--- src/iso_irq_regs.vh ---
// Register offsets, field positions and reset values of the isochronous context interrupt block.
`ifndef ISO_IRQ_REGS_VH
`define ISO_IRQ_REGS_VH

// Byte offsets of the per-context event and mask registers.
`define ISO_TX_EVENT_SET     8'h90
`define ISO_TX_EVENT_CLEAR   8'h94
`define ISO_TX_MASK_SET      8'h98
`define ISO_TX_MASK_CLEAR    8'h9c
`define ISO_RX_EVENT_SET     8'ha0
`define ISO_RX_EVENT_CLEAR   8'ha4
`define ISO_RX_MASK_SET      8'ha8
`define ISO_RX_MASK_CLEAR    8'hac

// Main summary status and mask register, and the local interrupt status and mask pair.
`define ISO_SUMMARY_STATUS   8'hc0
`define ISO_SUMMARY_MASK     8'hc4
`define ISO_IRQ_STATUS       8'hc8
`define ISO_IRQ_MASK         8'hcc

// Summary bit positions in the main event register layout.
`define ISO_TX_SUMMARY_BIT   6
`define ISO_RX_SUMMARY_BIT   7

// Local status bits: one per summary source.
`define ISO_IRQ_TX_BIT       0
`define ISO_IRQ_RX_BIT       1

// Reset values of flags and masks.
`define ISO_TX_FLAG_RESET    8'h00
`define ISO_RX_FLAG_RESET    4'h0
`define ISO_TX_MASK_RESET    8'h00
`define ISO_RX_MASK_RESET    4'h0

`endif

--- src/iso_context_irq_event_mask.v ---
// Per-context isochronous interrupt event and mask registers with summary interrupt generation.
//
// The plain strobed port was chosen for this implementation.
`timescale 1ns/1ps
`include "iso_irq_regs.vh"

// Notes on behaviour
// A transmit context flag rises when its last output descriptor finishes with interrupt bits set.
// A receive context flag rises when any input descriptor finishes with interrupt bits set.
// A flag becomes one on a rising edge of its context pulse or on a one written to the set register.
// A flag is cleared only by a one written to the clear register, never by hardware.
// Reading the transmit event clear address returns the transmit flags ANDed with the transmit mask.
// Reading the receive event clear address returns the receive flags ANDed with the receive mask.
// The transmit event register holds eight flags in bits 7 to 0, and bits 31 to 8 read zero.
// The receive event register holds four flags in bits 3 to 0, and bits 31 to 4 read zero.
// The transmit mask has one enable per context, set and cleared through its own set and clear addresses.
// The receive mask has one enable per context, set and cleared through its own set and clear addresses.
// Reading either mask address returns the unmodified mask contents.
// Transmit context interrupts are reported through summary bit 6 of the main event register.
// Receive context interrupts are reported through summary bit 7 of the main event register.
// After reset the receive mask is zero and the upper bits of both event registers are zero.
// A summary interrupt reaches the host only when its summary event bit and main mask bit are both one; irq_o follows sticky irq_status & irq_mask.
// A summary event is asserted while any flag ANDed with its mask bit is one.
// Zero bits written to a set or clear register leave flags and masks unchanged.
module iso_context_irq_event_mask #(
    parameter TX_CTX = 8,
    parameter RX_CTX = 4
) (
    // Clock and reset.
    input  wire        clk_i,
    input  wire        nrst_i,
    // Register port.
    input  wire [7:0]  addr_i,
    input  wire [31:0] wdata_i,
    input  wire        wr_i,
    input  wire        rd_i,
    output reg  [31:0] rdata_o,
    // Context completion pulses, already qualified by the descriptor interrupt bits.
    input  wire [TX_CTX-1:0] tx_ctx_irq_i,
    input  wire [RX_CTX-1:0] rx_ctx_irq_i,
    // Summary events and host interrupt.
    output reg         tx_summary_event_o,
    output reg         rx_summary_event_o,
    output reg         irq_o
);

    ////////////////////////////////////////////////////////////////////////////
    // State.
    reg [TX_CTX-1:0] tx_flag;
    reg [RX_CTX-1:0] rx_flag;
    reg [TX_CTX-1:0] tx_mask;
    reg [RX_CTX-1:0] rx_mask;
    reg [TX_CTX-1:0] tx_irq_q;
    reg [RX_CTX-1:0] rx_irq_q;
    reg [1:0]        summary_mask;
    reg [1:0]        irq_status;
    reg [1:0]        irq_mask;
    reg [31:0]       next_rdata;

    wire [TX_CTX-1:0] tx_rise;
    wire [RX_CTX-1:0] rx_rise;
    wire              tx_any;
    wire              rx_any;
    wire              tx_host;
    wire              rx_host;
    wire [1:0]        next_status;

    // Returns one when a write strobe hits the given offset.
    function wr_hit;
        input [7:0] off;
        begin
            wr_hit = wr_i && (addr_i == off);
        end
    endfunction

    ////////////////////////////////////////////////////////////////////////////
    // Edge detection of the context pulses and summary terms.
    assign tx_rise = tx_ctx_irq_i & ~tx_irq_q;
    assign rx_rise = rx_ctx_irq_i & ~rx_irq_q;
    assign tx_any  = |(tx_flag & tx_mask);
    assign rx_any  = |(rx_flag & rx_mask);
    assign tx_host = tx_any & summary_mask[0];
    assign rx_host = rx_any & summary_mask[1];
    assign next_status = {rx_host, tx_host};

    // Pulse history for edge detection.
    always @(posedge clk_i or negedge nrst_i) begin
        if (!nrst_i) begin
            tx_irq_q <= {TX_CTX{1'b0}};
            rx_irq_q <= {RX_CTX{1'b0}};
        end else begin
            tx_irq_q <= tx_ctx_irq_i;
            rx_irq_q <= rx_ctx_irq_i;
        end
    end

    // Event flags: a new edge or a set write wins over a clear in the same cycle.
    always @(posedge clk_i or negedge nrst_i) begin
        if (!nrst_i) begin
            tx_flag <= `ISO_TX_FLAG_RESET;
            rx_flag <= `ISO_RX_FLAG_RESET;
        end else begin
            tx_flag <= (tx_flag & ~(wr_hit(`ISO_TX_EVENT_CLEAR) ? wdata_i[TX_CTX-1:0] : {TX_CTX{1'b0}}))
                       | tx_rise
                       | (wr_hit(`ISO_TX_EVENT_SET) ? wdata_i[TX_CTX-1:0] : {TX_CTX{1'b0}});
            rx_flag <= (rx_flag & ~(wr_hit(`ISO_RX_EVENT_CLEAR) ? wdata_i[RX_CTX-1:0] : {RX_CTX{1'b0}}))
                       | rx_rise
                       | (wr_hit(`ISO_RX_EVENT_SET) ? wdata_i[RX_CTX-1:0] : {RX_CTX{1'b0}});
        end
    end

    // Masks are set and cleared through their own address pair.
    always @(posedge clk_i or negedge nrst_i) begin
        if (!nrst_i) begin
            tx_mask <= `ISO_TX_MASK_RESET;
            rx_mask <= `ISO_RX_MASK_RESET;
        end else begin
            if (wr_hit(`ISO_TX_MASK_SET)) begin
                tx_mask <= tx_mask | wdata_i[TX_CTX-1:0];
            end else if (wr_hit(`ISO_TX_MASK_CLEAR)) begin
                tx_mask <= tx_mask & ~wdata_i[TX_CTX-1:0];
            end
            if (wr_hit(`ISO_RX_MASK_SET)) begin
                rx_mask <= rx_mask | wdata_i[RX_CTX-1:0];
            end else if (wr_hit(`ISO_RX_MASK_CLEAR)) begin
                rx_mask <= rx_mask & ~wdata_i[RX_CTX-1:0];
            end
        end
    end

    ////////////////////////////////////////////////////////////////////////////
    // Main summary mask, sticky interrupt status and its mask.
    always @(posedge clk_i or negedge nrst_i) begin
        if (!nrst_i) begin
            summary_mask <= 2'h0;
            irq_status   <= 2'h0;
            irq_mask     <= 2'h0;
        end else begin
            if (wr_hit(`ISO_SUMMARY_MASK)) begin
                summary_mask <= {wdata_i[`ISO_RX_SUMMARY_BIT], wdata_i[`ISO_TX_SUMMARY_BIT]};
            end
            if (wr_hit(`ISO_IRQ_MASK)) begin
                irq_mask <= wdata_i[1:0];
            end
            // Setting wins over a write-one clear in the same cycle.
            irq_status <= (irq_status & ~(wr_hit(`ISO_IRQ_STATUS) ? wdata_i[1:0] : 2'h0)) | next_status;
        end
    end

    // Outputs straight from flip-flops.
    always @(posedge clk_i or negedge nrst_i) begin
        if (!nrst_i) begin
            tx_summary_event_o <= 1'b0;
            rx_summary_event_o <= 1'b0;
            irq_o              <= 1'b0;
        end else begin
            tx_summary_event_o <= tx_any;
            rx_summary_event_o <= rx_any;
            irq_o              <= |(irq_status & irq_mask);
        end
    end

    ////////////////////////////////////////////////////////////////////////////
    // Read data select; unmapped offsets read zero.
    always @* begin
        next_rdata = 32'h0000_0000;
        case (addr_i)
            `ISO_TX_EVENT_SET:   next_rdata[TX_CTX-1:0] = tx_flag;
            `ISO_TX_EVENT_CLEAR: next_rdata[TX_CTX-1:0] = tx_flag & tx_mask;
            `ISO_TX_MASK_SET,
            `ISO_TX_MASK_CLEAR:  next_rdata[TX_CTX-1:0] = tx_mask;
            `ISO_RX_EVENT_SET:   next_rdata[RX_CTX-1:0] = rx_flag;
            `ISO_RX_EVENT_CLEAR: next_rdata[RX_CTX-1:0] = rx_flag & rx_mask;
            `ISO_RX_MASK_SET,
            `ISO_RX_MASK_CLEAR:  next_rdata[RX_CTX-1:0] = rx_mask;
            `ISO_SUMMARY_STATUS: begin
                next_rdata[`ISO_TX_SUMMARY_BIT] = tx_any;
                next_rdata[`ISO_RX_SUMMARY_BIT] = rx_any;
            end
            `ISO_SUMMARY_MASK: begin
                next_rdata[`ISO_TX_SUMMARY_BIT] = summary_mask[0];
                next_rdata[`ISO_RX_SUMMARY_BIT] = summary_mask[1];
            end
            `ISO_IRQ_STATUS:     next_rdata[1:0] = irq_status;
            `ISO_IRQ_MASK:       next_rdata[1:0] = irq_mask;
            default:             next_rdata = 32'h0000_0000;
        endcase
    end

    // Read data registered one cycle after the strobe, zero otherwise.
    always @(posedge clk_i or negedge nrst_i) begin
        if (!nrst_i) begin
            rdata_o <= 32'h0000_0000;
        end else begin
            rdata_o <= rd_i ? next_rdata : 32'h0000_0000;
        end
    end

endmodule // iso_context_irq_event_mask

--- config.mk ---
export PLATFORM = sky130hd
export DESIGN_NAME = iso_context_irq_event_mask
export DESIGN_NICKNAME = d
export VERILOG_FILES = /design/src/iso_context_irq_event_mask.v
export VERILOG_INCLUDE_DIRS = /design/src /design/src/src
export SDC_FILE = /design/constraint.sdc
export NUM_CORES = 1
export LEC_CHECK = 0
export BUFFER_PORTS_ARGS = -buffer_cell sky130_fd_sc_hd__buf_2
export CAP_MARGIN = 20
export CELL_PAD_IN_SITES_DETAIL_PLACEMENT = 0
export CELL_PAD_IN_SITES_GLOBAL_PLACEMENT = 2
export CORE_UTILIZATION = 30
export CTS_CLUSTER_DIAMETER = 40
export DETAILED_ROUTE_END_ITERATION = 12
export PLACE_DENSITY = 0.86
export SYNTH_ARGS = -nofsm -noshare
export SYNTH_HDL_FRONTEND = slang
export SYNTH_SLANG_ARGS = --single-unit
--- constraint.sdc ---
create_clock -name clk_i -period 1.87 [get_ports clk_i]
set_input_delay 0.0935 -clock clk_i [delete_from_list [all_inputs] [get_ports clk_i]]
set_output_delay 0.0935 -clock clk_i [all_outputs]
set_load 0.01 [all_outputs]
# Word level (Yosys, flattened, before mapping)
# Cells that the tools add are included.
[totals]
ff_bits = 53
wordCells = 83
input_bits = 56
output_inout_bits = 35
[classes]
reduce_logical = 18
muxes = 14
n_bitwise = 26
n_eq_ne = 12
[ops]
columns = ["op", "count"]
rows = [
  ["8-bit equality test, second input constant", 12],
  ["8-bit two-way mux", 5],
  ["8-bit bitwise AND", 4],
  ["8-bit inverter", 3],
  ["8-bit OR", 3],
  ["4-bit bitwise AND", 4],
  ["4-bit two-way mux", 4],
  ["2-bit one-hot mux with 8 select lines", 1],
  ["4-bit inverter", 3],
  ["4-bit OR", 3],
  ["2-bit one-hot mux with 6 select lines", 1],
  ["1-bit logical AND", 11],
  ["2-bit one-hot mux with 5 select lines", 1],
  ["8-bit OR reduction", 1],
  ["2-bit one-hot mux with 3 select lines", 1],
  ["2-bit OR reduction", 3],
  ["2-bit bitwise AND", 2],
  ["2-bit nonzero test", 2],
  ["4-bit OR reduction", 1],
  ["1-bit bitwise AND", 2],
  ["2-bit two-way mux", 1],
  ["2-bit inverter", 1],
  ["2-bit OR", 1],
]

# Depth between registers and ports, before layout
[logic_depth]
ltp_word = 7
mapped_depth = 6

# Worst setup path after synthesis
# No wires, ideal clock.
[synth_path]
path_type = "reg2reg"
start = "register with a tool-made name"
end = "register irq_status[0]"
path_buffers = 0
t_arrival_ps = 1170
t_required_ps = 1749
slack_ps = 579
setup_ps = 121
stages_incl_launch_ff = 5
path_cell_list = "dfrtp_1 -> a22o_1 -> a221oi_1 -> nand2_1 -> a22o_1"
[synth_lines]
columns = ["element", "line_no", "source"]
rows = [
  ["end signal: assignment", "iso_context_irq_event_mask.v:146", "irq_status <= (irq_status & ~(wr_hit(`ISO_IRQ_STATUS) ? wdata_i[1:0] : 2'h0)) | next_status;"],
  ["end: declaration", "iso_context_irq_event_mask.v:56", "reg [1:0] irq_status;"],
]

==> results.yml <==
logic_synthesis:
  synth-seq-area-share: 0.475
  post_synthesis_area_per_instance_um2: 9.80
  ys.flop_type: "sky130_fd_sc_hd__dfrtp_1"
  synth_edf_count: 0
  netlist_instances: 285
  syn_area_um2: 2790
  synth-async-reset-ratio: 1.00
  synth_largest_type_area_fraction: 0.475
  synth.ff_latch_count: 53
  netlist.top_cell.by_area: "sky130_fd_sc_hd__dfrtp_1"
  ys.warnings.count: 0
  synth.distinct_cells: 44
  yosys-top-cells-area: "sky130_fd_sc_hd__dfrtp_1 (47%), sky130_fd_sc_hd__buf_4 (7.5%), sky130_fd_sc_hd__nand2_1 (4.7%), sky130_fd_sc_hd__mux2i_1 (4.7%), sky130_fd_sc_hd__a21oi_1 (3.4%)"
critical_path:
  worst_setup_path_start_kind: "flip-flop"
  logic_depth_of_the_worst_register_to_register_path: 4
  rr_endpoint: "irq_status[0]"
  critical_path_class: "flip-flop to flip-flop"
  critical_path_required_ns: 2.07
  timing.critical_path.to_type: "flip-flop"
  r2r_setup_slack_ns: 0.32
  worst-endpoint-arrival_ns: 1.75
  timing.critical_path.fanout_max: 4
timing:
  fin_worst_skew_ns: 0.00864
  final_min_period_over_clock_period: 0.828
  max_freq_mhz: 646
  relSlewSlack: 0.556
  post-route-min-period_ns: 1.55
  setup_viol: 0
  totalNegativeSetupSlack_ns: 0
  finalHoldViolCount: 0
  unrepaired_setup_endpoints_after_global_routing: "false"
  tightest_slew_ns: 0.666
  timing.final.max_slew_violations: 0
outcome:
  failed_checks: "design-rule violations"
  outcome: "finished with violations"
routing:
  detailedRoute.firstIterationViolations: 120
  drc: 4
  total_number_of_vias: 2117
  drt_first_pass_iters: 10
  wl_um: 6530
  postRouteAntennaNets: 0
  avgRoutedWirePerCell_um: 14.6
  route.detailed.vias_per_inst: 4.71
final_layout:
  multi_input_area_um2: 1230
  layout.cells.non_filler: 449
  area_growth_syn_to_fin_pct: 15.8
  layout.cells.most_common: "sky130_fd_sc_hd__dfrtp_1"
  fillCellCount: 911
  final-seq-area_um2: 1330
  share_of_final_layout_standard_cells_stronger_than_drive_strength_1: 0.185
  final_cell_mix: "sky130_fd_sc_hd__dfrtp_1 (53), sky130_fd_sc_hd__buf_2 (42), sky130_fd_sc_hd__nand2_1 (35)"
  design.final.nets: 396
  n_antenna_cell: 0
power:
  power.density_nw_per_um2: 669
  power.share.clock: 0.308
  p_sw_frac: 0.270
  power_report.internal_total_w: 0.00158
  power_switching_w: 0.000585
  power_leakage_nw: 1.50
  vdd_ir_drop_max_mv: 0.249
  seq_power_share: 0.570
  power_frac_comb: 0.122
clock_tree:
  clkTransAtPathRegs_ns: 0.10
  cts-resized-gates: 0
  clock_latency_ns: 0.31
  tritoncts.num_buffers: 5
  clock_tree.buffer_depth: 2
  root_buffer: "sky130_fd_sc_hd__clkbuf_8"
  tritoncts: "built"
  cts_h_tree_depth: 2
  cts_setup_buffers: 0
  cts.sink_count: 53
worst_hold_path:
  worstHoldEndpoint: "tx_flag[5]"
  hold_path_startpoint: "wdata_i[5]"
  worstHoldPathType: "input port to flip-flop"
  worst_hold_path.num_cells: 3
global_routing:
  grt_antenna_before_repair: 0
  global_route.usage.total: 0.143
  globalRoute.totalOverflow: 0
  grt_start_max_net_pins: 54
  grt_first_pass_wirelength_um: 10800
  via_count_of_the_first_global_routing_pass: 2125
place:
  place.port_buffers: 42
  place_hpwl_um: 4780
  dp.cells: 428
  routability_cong: 0.862
floorplanning:
  num_io_pins: 91
  core_area_um2: 8850
  fp-row-count: 34
  die-area_um2: 9700
  die-width_um: 98.5
  die_h_um: 98.5
  start_util: 0.316
run:
  cap_violations: 0
==> through the flow <==
step           power [W]  utilization  hold WS (ns)  area, um^2  setup slack (ns)
2_1_floorplan    0.00142            -        -0.202        2880             0.579
3_3_place_gp     0.00150        0.340         0.213        3010             0.289
3_5_place_dp     0.00150        0.340         0.213        3010             0.265
4_1_cts          0.00220        0.365        0.0226        3230             0.310
5_1_grt          0.00228        0.365        0.0460        3230             0.235
6_report         0.00216        0.365        0.0300        3230             0.322
==> layer usage <==
layer	routed length, um	global-route usage	share of wire
met1	3090	0.198	0.47
met3	335	0.0291	0.051
met4	99	0.0367	0.015
met5	0	0	0
met2	3010	0.231	0.46
==> power by group through the flow <==
stage | logic (W) | registers [W] | clock network, W
final | 0.000265 | 0.00123 | 0.000666
after global routing | 0.000298 | 0.00124 | 0.000743
after CTS | 0.000267 | 0.00123 | 0.000697
after detailed placement | 0.000245 | 0.00126 | 0
after global placement | 0.000241 | 0.00126 | 0
after floorplan | 0.000177 | 0.00124 | 0
==> cells in the mapped netlist (3+ instances only) <==
cell type and n:
sky130_fd_sc_hd__a21oi_1 19, sky130_fd_sc_hd__a22o_1 6, sky130_fd_sc_hd__a22oi_1 5, sky130_fd_sc_hd__a32oi_1 3, sky130_fd_sc_hd__and3_1 6, sky130_fd_sc_hd__buf_2 4
sky130_fd_sc_hd__buf_4 28, sky130_fd_sc_hd__dfrtp_1 53, sky130_fd_sc_hd__inv_1 20, sky130_fd_sc_hd__mux2i_1 13, sky130_fd_sc_hd__nand2_1 35, sky130_fd_sc_hd__nand2b_1 10
sky130_fd_sc_hd__nand3_1 8, sky130_fd_sc_hd__nand3b_1 4, sky130_fd_sc_hd__nor2_1 6, sky130_fd_sc_hd__nor2b_1 14, sky130_fd_sc_hd__o21ai_0 16
==> repair_timing <==
item,CTS,global route
hold buffers,13,0
endpoints found under the hold margin,65,0
endpoints found under the setup margin,0,0
==> logic make-up (layout without fill, tap and decap cells) <==
logic type      count (synthesis)  in the layout  synth area share
flops                          53             53             0.475
buf+inv                        54             87             0.115
simple gates                   99             99             0.208
compound gates                 63             63             0.146
other cells                     1             24           0.00134
mux                            15             15            0.0547
==> worst max-delay path: stages (launching register included) <==
cell                       delay, ns
sky130_fd_sc_hd__dfrtp_1        0.44
sky130_fd_sc_hd__a22o_1         0.24
sky130_fd_sc_hd__a221oi_1       0.34
sky130_fd_sc_hd__nand2_1        0.16
sky130_fd_sc_hd__a22o_1         0.25
==> worst max-delay path by stage <==
| stage | to | cells after the start | slack (ns) |
|---|---|---|---|
| after floorplan | irq_status[0] | 4 | 0.58 |
| after global placement | flip-flop | 5 | 0.29 |
| after detailed placement | flip-flop | 5 | 0.26 |
| after CTS | irq_status[0] | 4 | 0.31 |
| after global routing | irq_status[0] | 4 | 0.23 |
| final | irq_status[0] | 4 | 0.32 |
==> layout make-up <==
| type | count | share of cell area |
|---|---|---|
| clock buffers | 5 | 0.0213 |
| clock inverters | 3 | 0.00813 |
| inverters | 20 | 0.0232 |
| multi-input cells | 201 | 0.381 |
| flip-flops and latches | 53 | 0.410 |
| well taps | 108 | 0.0418 |
| repair buffers | 59 | 0.115 |
Note: power is estimated with default switching activity, not from simulation.
